===== config.mk =====
export PLATFORM = sky130hd
export DESIGN_NAME = dma_alt_count_and_segment_regs
export DESIGN_NICKNAME = d
export VERILOG_FILES = /design/src/core/altcnt_pkg.sv /design/src/core/crc32_byte_step.sv /design/src/core/dma_alt_count_and_segment_regs.sv
export SDC_FILE = /design/constraint.sdc
export NUM_CORES = 1
export LEC_CHECK = 0
export BUFFER_PORTS_ARGS = -buffer_cell sky130_fd_sc_hd__buf_2
export CORE_MARGIN = 1
export CORE_UTILIZATION = 51
export DETAILED_ROUTE_END_ITERATION = 7
export PLACE_DENSITY = 0.81
export SLEW_MARGIN = 20
export SYNTH_ARGS = -nofsm -noshare
export SYNTH_HDL_FRONTEND = slang
export SYNTH_SLANG_ARGS = --single-unit
export TNS_END_PERCENT = 100

===== constraint.sdc =====
create_clock -name clk_i -period 4.15 [get_ports clk_i]
set_input_delay 0.6225 -clock clk_i [delete_from_list [all_inputs] [get_ports clk_i]]
set_output_delay 0.6225 -clock clk_i [all_outputs]
set_load 0.02 [all_outputs]

===== src/core/altcnt_pkg.sv =====
package altcnt_pkg;
   // ***********************
   // Register map
   // ***********************
   localparam logic [3:0]  ALT_COUNT_OFFSET   = 4'h0;
   localparam logic [3:0]  SEGMENT_OFFSET     = 4'h4;
   localparam logic [3:0]  STATUS_OFFSET      = 4'h8;
   localparam int          ADDR_WIDTH         = 4;
   // ***********************
   // Alternate count fields
   // ***********************
   localparam int          REVISION_MSB       = 15;
   localparam int          REVISION_LSB       = 13;
   localparam int          RSVD_MSB           = 12;
   localparam int          RSVD_LSB           = 10;
   localparam int          FIRST_SEL_BIT      = 9;
   localparam int          SECOND_SEL_BIT     = 8;
   localparam int          COUNT_MSB          = 7;
   localparam int          COUNT_LSB          = 0;
   localparam logic [15:0] ALT_WRITE_MASK     = 16'h03ff;
   localparam logic [15:0] ALT_RESET          = 16'h0000;
   // ***********************
   // Segment register fields
   // ***********************
   localparam int          BOOT_BIT           = 6;
   localparam int          SEG_MSB            = 4;
   localparam int          SEG_LSB            = 0;
   localparam logic [15:0] SEG_WRITE_MASK     = 16'h005f;
   localparam logic [15:0] SEG_RESET          = 16'h0040;
   // ***********************
   // Status register fields
   // ***********************
   localparam int          ST_BUSY_BIT        = 0;
   localparam int          ST_FETCH_EN_BIT    = 1;
   // ***********************
   // Checksum and response codes
   // ***********************
   localparam logic [31:0] CRC32_POLY         = 32'hedb88320;
   localparam logic [1:0]  RESP_OKAY          = 2'b00;
   localparam logic [1:0]  RESP_SLVERR        = 2'b10;
endpackage


===== src/core/crc32_byte_step.sv =====
module crc32_byte_step (
   input  wire logic [31:0] seed_i,   // Running partial result
   input  wire logic [7:0]  data_i,   // Byte to fold in
   output logic      [31:0] crc_o     // Updated partial result
);
   // ***********************
   // One byte, reflected CRC32
   // ***********************
   always_comb
   begin
      logic [31:0] c;
      c = seed_i ^ {24'h000000, data_i};
      for (int i = 0; i < 8; i++)
      begin
         c = c[0] ? ((c >> 1) ^ altcnt_pkg::CRC32_POLY) : (c >> 1);
      end
      crc_o = c;
   end
endmodule


===== src/core/dma_alt_count_and_segment_regs.sv =====
// Functional notes
// - Alternate option takes count, selects from register
// - Top three bits: fixed read-only revision
// - Bits twelve to ten read zero
// - First select: CRC32 seeded from first register
// - X bit gates first partial update; Y bit only drives second select output
module dma_alt_count_and_segment_regs #(
   parameter logic [2:0] SILICON_REVISION = 3'h5   // Arbitrary identity value
) (
   input  wire logic        clk_i,            // 100 MHz clock
   input  wire logic        rst_b_i,          // Async reset, active low
   input  wire logic [3:0]  s_axi_awaddr,     // Write address
   input  wire logic        s_axi_awvalid,    // Write address valid
   output logic             s_axi_awready,    // Write address ready
   input  wire logic [31:0] s_axi_wdata,      // Write data
   input  wire logic [3:0]  s_axi_wstrb,      // Write strobes
   input  wire logic        s_axi_wvalid,     // Write data valid
   output logic             s_axi_wready,     // Write data ready
   output logic [1:0]       s_axi_bresp,      // Write response
   output logic             s_axi_bvalid,     // Write response valid
   input  wire logic        s_axi_bready,     // Write response ready
   input  wire logic [3:0]  s_axi_araddr,     // Read address
   input  wire logic        s_axi_arvalid,    // Read address valid
   output logic             s_axi_arready,    // Read address ready
   output logic [31:0]      s_axi_rdata,      // Read data
   output logic [1:0]       s_axi_rresp,      // Read response
   output logic             s_axi_rvalid,     // Read data valid
   input  wire logic        s_axi_rready,     // Read data ready
   input  wire logic        dma_start_i,      // DMA instruction issued
   input  wire logic        alternate_count_option_i,  // Instruction uses alternate count
   input  wire logic [7:0]  instr_count_i,    // Count from instruction
   input  wire logic        instr_first_sel_i,   // Instruction first select
   input  wire logic        instr_second_sel_i,  // Instruction second select
   input  wire logic        dma_byte_valid_i, // Byte moving through port
   input  wire logic [7:0]  dma_byte_i,       // That byte
   input  wire logic [31:0] first_partial_checksum_reg_i,  // Current first partial result
   input  wire logic        boot_done_i,      // Boot routine finished
   output logic [7:0]       dma_count_o,      // Count used by running DMA
   output logic             dma_first_checksum_select_o,   // First set in use
   output logic             dma_second_checksum_select_o,  // Second set in use
   output logic [31:0]      first_partial_checksum_o,      // Write-back value
   output logic             first_partial_we_o,            // Write-back strobe
   output logic [4:0]       fetch_segment_o,  // Fetch segment
   output logic             user_exec_en_o    // User execution allowed
);
   // ***********************
   // Reset release
   // ***********************
   logic [1:0] rst_sync_q;
   logic       rst_n;
   always_ff @(posedge clk_i or negedge rst_b_i)
   begin
      if (!rst_b_i)
         rst_sync_q <= 2'h0;
      else
         rst_sync_q <= {rst_sync_q[0], 1'b1};
   end
   assign rst_n = rst_sync_q[1];

   // ***********************
   // State
   // ***********************
   typedef struct packed {
      logic        aw_have;
      logic [3:0]  aw_addr;
      logic        w_have;
      logic [31:0] w_data;
      logic [3:0]  w_strb;
      logic        awready;
      logic        wready;
      logic        bvalid;
      logic [1:0]  bresp;
      logic        arready;
      logic        rvalid;
      logic [31:0] rdata;
      logic [1:0]  rresp;
      logic [15:0] alt;
      logic [15:0] seg;
      logic        busy;
      logic [7:0]  count;
      logic        sel_x;
      logic        sel_y;
      logic [31:0] crc;
      logic        crc_we;
      logic [4:0]  fetch;
      logic        user_en;
   } state_t;

   state_t s_q;
   state_t s_d;
   logic [31:0] crc_next;
   logic [15:0] alt_view;
   logic [15:0] wr_val;

   crc32_byte_step u_step (
      .seed_i (s_q.crc),
      .data_i (dma_byte_i),
      .crc_o  (crc_next)
   );

   assign alt_view = {SILICON_REVISION, 3'h0, s_q.alt[altcnt_pkg::FIRST_SEL_BIT:altcnt_pkg::COUNT_LSB]};

   always_comb
   begin
      logic wr_go;
      logic [15:0] wm;
      wr_go  = 1'b0;
      wm     = 16'h0000;
      s_d    = s_q;
      wr_val = 16'h0000;
      s_d.crc_we = 1'b0;
      // Write channel: take address and data in either order
      if (s_axi_awvalid && s_q.awready)
      begin
         s_d.aw_have = 1'b1;
         s_d.aw_addr = s_axi_awaddr;
         s_d.awready = 1'b0;
      end
      if (s_axi_wvalid && s_q.wready)
      begin
         s_d.w_have = 1'b1;
         s_d.w_data = s_axi_wdata;
         s_d.w_strb = s_axi_wstrb;
         s_d.wready = 1'b0;
      end
      if (s_q.aw_have && s_q.w_have && !s_q.bvalid)
      begin
         wr_go = 1'b1;
         s_d.aw_have = 1'b0;
         s_d.w_have  = 1'b0;
         s_d.bvalid  = 1'b1;
         s_d.bresp   = altcnt_pkg::RESP_OKAY;
      end
      if (s_q.bvalid && s_axi_bready)
      begin
         s_d.bvalid  = 1'b0;
         s_d.awready = 1'b1;
         s_d.wready  = 1'b1;
      end
      for (int b = 0; b < 2; b++)
      begin
         wm[b*8 +: 8] = {8{s_q.w_strb[b]}};
      end
      if (wr_go)
      begin
         unique case (s_q.aw_addr)
            altcnt_pkg::ALT_COUNT_OFFSET:
            begin
               wm = wm & altcnt_pkg::ALT_WRITE_MASK;
               wr_val = (s_q.alt & ~wm) | (s_q.w_data[15:0] & wm);
               s_d.alt = wr_val;
            end
            altcnt_pkg::SEGMENT_OFFSET:
            begin
               wm = wm & altcnt_pkg::SEG_WRITE_MASK;
               wr_val = (s_q.seg & ~wm) | (s_q.w_data[15:0] & wm);
               s_d.seg = wr_val;
            end
            default:
               s_d.bresp = altcnt_pkg::RESP_SLVERR;
         endcase
      end
      if (boot_done_i)
         s_d.seg[altcnt_pkg::BOOT_BIT] = 1'b0;
      // Read channel
      if (s_axi_arvalid && s_q.arready)
      begin
         s_d.arready = 1'b0;
         s_d.rvalid  = 1'b1;
         s_d.rresp   = altcnt_pkg::RESP_OKAY;
         unique case (s_axi_araddr)
            altcnt_pkg::ALT_COUNT_OFFSET:
               s_d.rdata = {16'h0000, alt_view};
            altcnt_pkg::SEGMENT_OFFSET:
               s_d.rdata = {16'h0000, s_q.seg};
            altcnt_pkg::STATUS_OFFSET:
               s_d.rdata = {30'h0, s_q.user_en, s_q.busy};
            default:
            begin
               s_d.rdata = 32'h00000000;
               s_d.rresp = altcnt_pkg::RESP_SLVERR;
            end
         endcase
      end
      if (s_q.rvalid && s_axi_rready)
      begin
         s_d.rvalid  = 1'b0;
         s_d.arready = 1'b1;
      end
      if (dma_start_i)
      begin
         s_d.busy = 1'b1;
         if (alternate_count_option_i)
         begin
            s_d.count = s_q.alt[altcnt_pkg::COUNT_MSB:altcnt_pkg::COUNT_LSB];
            s_d.sel_x = s_q.alt[altcnt_pkg::FIRST_SEL_BIT];
            s_d.sel_y = s_q.alt[altcnt_pkg::SECOND_SEL_BIT];
         end
         else
         begin
            s_d.count = instr_count_i;
            s_d.sel_x = instr_first_sel_i;
            s_d.sel_y = instr_second_sel_i;
         end
         s_d.crc = first_partial_checksum_reg_i;
      end
      else if (s_q.busy && dma_byte_valid_i)
      begin
         if (s_q.sel_x)
         begin
            s_d.crc    = crc_next;
            s_d.crc_we = 1'b1;
         end
         s_d.count = s_q.count - 8'h01;
         if (s_q.count == 8'h01 || s_q.count == 8'h00)
            s_d.busy = 1'b0;
      end
      s_d.fetch   = s_d.seg[altcnt_pkg::SEG_MSB:altcnt_pkg::SEG_LSB];
      s_d.user_en = ~s_d.seg[altcnt_pkg::BOOT_BIT];
   end

   always_ff @(posedge clk_i or negedge rst_n)
   begin
      if (!rst_n)
      begin
         s_q         <= '0;
         s_q.awready <= 1'b1;
         s_q.wready  <= 1'b1;
         s_q.arready <= 1'b1;
         s_q.alt     <= altcnt_pkg::ALT_RESET;
         s_q.seg     <= altcnt_pkg::SEG_RESET;
      end
      else
         s_q <= s_d;
   end

   assign s_axi_awready = s_q.awready;
   assign s_axi_wready  = s_q.wready;
   assign s_axi_bvalid  = s_q.bvalid;
   assign s_axi_bresp   = s_q.bresp;
   assign s_axi_arready = s_q.arready;
   assign s_axi_rvalid  = s_q.rvalid;
   assign s_axi_rdata   = s_q.rdata;
   assign s_axi_rresp   = s_q.rresp;
   assign dma_count_o   = s_q.count;
   assign dma_first_checksum_select_o  = s_q.sel_x;
   assign dma_second_checksum_select_o = s_q.sel_y;
   assign first_partial_checksum_o     = s_q.crc;
   assign first_partial_we_o           = s_q.crc_we;
   assign fetch_segment_o = s_q.fetch;
   assign user_exec_en_o  = s_q.user_en;

   // ***********************
   // Checks
   // ***********************
   AST_ALT_COUNT: assert property (@(posedge clk_i) disable iff (!rst_n)
      dma_start_i && alternate_count_option_i |=>
      dma_count_o == $past(s_q.alt[altcnt_pkg::COUNT_MSB:altcnt_pkg::COUNT_LSB]))
      else $error("Alternate count not taken");
   AST_ALT_SEL: assert property (@(posedge clk_i) disable iff (!rst_n)
      dma_start_i && alternate_count_option_i |=>
      {dma_first_checksum_select_o, dma_second_checksum_select_o} ==
      $past(s_q.alt[altcnt_pkg::FIRST_SEL_BIT:altcnt_pkg::SECOND_SEL_BIT]))
      else $error("Alternate select not taken");
   AST_REV_RD: assert property (@(posedge clk_i) disable iff (!rst_n)
      s_axi_arvalid && s_axi_arready && s_axi_araddr == altcnt_pkg::ALT_COUNT_OFFSET |=>
      s_axi_rdata[altcnt_pkg::REVISION_MSB:altcnt_pkg::REVISION_LSB] == SILICON_REVISION)
      else $error("Revision field wrong");
   AST_RSVD_RD: assert property (@(posedge clk_i) disable iff (!rst_n)
      s_axi_arvalid && s_axi_arready && s_axi_araddr == altcnt_pkg::ALT_COUNT_OFFSET |=>
      s_axi_rdata[altcnt_pkg::RSVD_MSB:altcnt_pkg::RSVD_LSB] == 3'h0)
      else $error("Reserved bits not zero");
   AST_CRC_SEED: assert property (@(posedge clk_i) disable iff (!rst_n)
      dma_start_i |=> first_partial_checksum_o == $past(first_partial_checksum_reg_i))
      else $error("Seed not loaded");
   AST_CRC_WB: assert property (@(posedge clk_i) disable iff (!rst_n)
      !dma_start_i && s_q.busy && dma_byte_valid_i && s_q.sel_x |=> first_partial_we_o)
      else $error("No write-back");
   AST_SEG: assert property (@(posedge clk_i) disable iff (!rst_n)
      ##1 fetch_segment_o == $past(s_d.seg[altcnt_pkg::SEG_MSB:altcnt_pkg::SEG_LSB]))
      else $error("Fetch segment mismatch");
   AST_BOOT: assert property (@(posedge clk_i) disable iff (!rst_n)
      boot_done_i |=> user_exec_en_o)
      else $error("Boot flag not cleared");
endmodule


==> impl_results.rst <==
.. list-table::
   :header-rows: 1

   * - Metric
     - Value
   * - Number of clock buffers inserted by TritonCTS
     - 9
   * - Worst Path Class, Setup
     - register to register
   * - Gpl congestion
     - 0.805
   * - Category of the worst setup path capture point
     - register
   * - Time the final worst path needs with I/O delays and setup
     - 2.09 ns
   * - Launch point of the worst reg-to-reg path
     - s_axi_bvalid
   * - Longest Clk Path Bufs
     - 2
   * - Core area
     - 10,800 um^2
   * - Final wirelength
     - 11.8 mm
   * - Period utilisation layout
     - 0.505
   * - Die outline area
     - 11,500 um^2
   * - Final HPWL from detailed placement
     - 8.99 mm
   * - Final core area utilization
     - 0.575
   * - Critical path required time
     - 4.40 ns
   * - Final Hold Violating Endpoints
     - 0
   * - Worst clock skew
     - 0.0139 ns
   * - Total number of nets in the final design
     - 715
   * - Register bit total from synthesis
     - 100
   * - Leading cell types by total area after synthesis
     - dfrtp_1, buf_4, mux2_2
   * - Per-cell routed wire length
     - 15.7 um
   * - Clock tree from TritonCTS
     - yes
   * - Slew headroom
     - 0.434
   * - Count of pins on the block boundary
     - 195
   * - Peak fanout along the critical path
     - 6
   * - Count of inserted antenna diode cells
     - 0
   * - Signal arrival time at the worst endpoint
     - 2.35 ns
   * - # rows
     - 38
   * - Worst r2r path cells
     - 5
   * - Power Total
     - 3.59 mW
   * - Clk root buf
     - clkbuf_8
   * - Hold-fix buffer count after cts
     - 0
   * - Max IR drop VDD
     - 0.297 mV
   * - Total via count in the routed design
     - 3,847
   * - Total clock sinks
     - 100
   * - Register area share after synthesis
     - 0.444
   * - Power per cell area
     - 578 nW/um^2
   * - DR pass1 iterations
     - 4
   * - Number of max-capacitance violations reported
     - 0
   * - Global route total overflow
     - 0
   * - DIE HEIGHT
     - 107 um
   * - List of most frequent post-synthesis cells
     - dfrtp_1, buf_4, nand2_1
   * - CTS clk-pin slew, worst paths
     - 0.11 ns
   * - Remaining antenna violation count
     - 0
   * - First-iteration detailed-routing DRC count
     - 155
   * - Share of the synthesized area in the top cell type
     - 0.426
   * - CP Launch Type
     - register
   * - Effective utilization at floorplan
     - 0.523
   * - Status
     - completed
   * - Async set-reset flop share out of synthesis
     - 1.00
   * - Most frequent cell after synthesis
     - dfrtp_1
   * - Pins over their slew limit
     - 0
   * - Count of different cell masters after synthesis
     - 41
   * - Insertion delay of the later-clocked pin in the worst-skew pair
     - 0.36 ns
   * - Count of cells resized by post-cts repair
     - 0
   * - Max Clk Rate
     - 478 MHz
   * - CTS H-tree depth
     - 3
   * - Setup TNS
     - 0 ns
   * - Maximum number of pins on one net before global-route repair
     - 54
   * - Setup violation total in the final timing report
     - 0
   * - Dominant synthesized flop cell
     - dfrtp_1
   * - Post-synthesis instance area
     - 5640 um^2
   * - Area growth, synth to finish
     - 10.1%
   * - Synthesized area per cell
     - 10.8 um^2
   * - Slew at the pin closest to its max-slew limit
     - 0.827 ns
   * - Remaining routing DRC violations
     - 0
   * - Count of input and output buffers
     - 149
   * - Leakage
     - 3.04 nW
   * - End of the worst register-to-register path
     - user_exec_en_o
   * - Number of global-route vias before repair
     - 3,804
   * - Share of final-layout standard cells stronger than drive strength 1
     - 0.372
   * - Global-route wire length before repair
     - 18.7 mm
   * - Ratio of routed vias to standard cells
     - 5.11
   * - Number of warnings issued by yosys
     - 0
   * - EDFF count, synth
     - 0
   * - GRT Resource Usage Total
     - 0.211
   * - Unrepaired setup endpoints after global routing
     - false
   * - Number of post-CTS setup repair buffers
     - 0
   * - Setup slack of the worst register-to-register path
     - 2.06 ns
   * - Yosys top cell by area
     - dfrtp_1
   * - Antenna violations before repair
     - 0
   * - Number of instances in the synthesized netlist
     - 524
   * - Type of the worst min-delay path
     - input port to asynchronous set/reset pin
   * - Overall die width
     - 107 um
-- worst max-delay path, cell delays in order (launching register included) --
cell and delay [ns]:
dfrtp_1 0.44, nand3b_1 0.25, or4_4 0.47, nor2_2 0.36
mux2i_1 0.17, or2_2 0.30
-- layout make-up --
| cell class | count | area [um^2] |
|---|---|---|
| fill | 884 | 4580 |
| timing repair buffer | 153 | 776 |
| clock buffer | 9 | 124 |
| inverter | 10 | 37.5 |
| multi-input combinational | 334 | 2490 |
| clock inverter | 7 | 93.8 |
| sequential | 100 | 2510 |
| tap | 140 | 175 |
-- layout by cell type, fill, tap and decap left out, drive strengths merged, types with 2 or more instances in the layout --
cell type,Yosys,layout
conb,2,22
and3b,4,4
or2,2,2
nor2,19,19
a21o,2,2
o21ai,30,30
clkinv,0,5
nand3,2,2
nand2,57,57
mux2,37,37
nor4,2,2
clkbuf,18,9
a22o,6,6
nand3b,2,2
mux2i,22,22
or4,2,2
xor2,29,29
o221ai,14,14
xnor2,50,50
or3,2,2
a21oi,19,19
dfstp,4,4
ha,2,2
buf,82,153
inv,10,12
dfrtp,96,96
a21boi,2,2
nor3,2,2
-- stage by stage --
step / setup WS [ns] / instances / hold slack [ns] / instance area, um^2
after floorplan: 1.17 / 544 / 0.327 / 5720
after global placement: 1.89 / 737 / 0.338 / 5990
after detailed placement: 1.83 / 737 / 0.336 / 5990
after CTS: 2.06 / 753 / 0.00847 / 6210
after global routing: 1.94 / 753 / 0.00447 / 6210
final: 2.06 / 753 / 0.0322 / 6210
-- logic make-up (layout without fill, tap and decap cells) --
logic type,Yosys count,in the layout,synth area share
and+or+nand+nor,96,96,0.0761
xor gates and xnor gates,79,79,0.149
adders and majority gates,2,2,0.00443
buffers and inverters,110,179,0.127
AOI/OAI and AO/OA,76,76,0.0852
other,2,22,0.00133
DFF,100,100,0.444
muxes,59,59,0.113
-- layer usage --
metal / track usage / up-vias / wire, um
met5: 0 / - / 0
met4: 0.0616 / 0 / 147
met3: 0.0407 / 13 / 694
met2: 0.374 / 145 / 6070
met1: 0.260 / 1861 / 4910
li1: - / 1828 / -
-- report_power, final --
part           switching [mW]  leakage (nW)  internal (mW)  total [mW]
Clock                   0.388         0.107          0.246       0.634
Sequential              0.240          1.24           1.24        1.48
Combinational           0.799          1.70          0.677        1.48
-- worst max path at each step --
stage | startpoint | end | slack, ns | depth (start not counted)
5_1_grt | s_axi_bvalid | user_exec_en_o | 1.94 | 5
3_5_place_dp | dma_byte_i[3] | first_partial_checksum_o[22] | 1.83 | 6
2_1_floorplan | rst_sync_q[1] | asynchronous set/reset pin | 1.17 | 0
4_1_cts | s_axi_bvalid | user_exec_en_o | 2.06 | 5
6_report | s_axi_bvalid | user_exec_en_o | 2.06 | 5
3_3_place_gp | dma_byte_i[3] | first_partial_checksum_o[22] | 1.89 | 6
No activity file was read; power rests on OpenSTA's default activity.
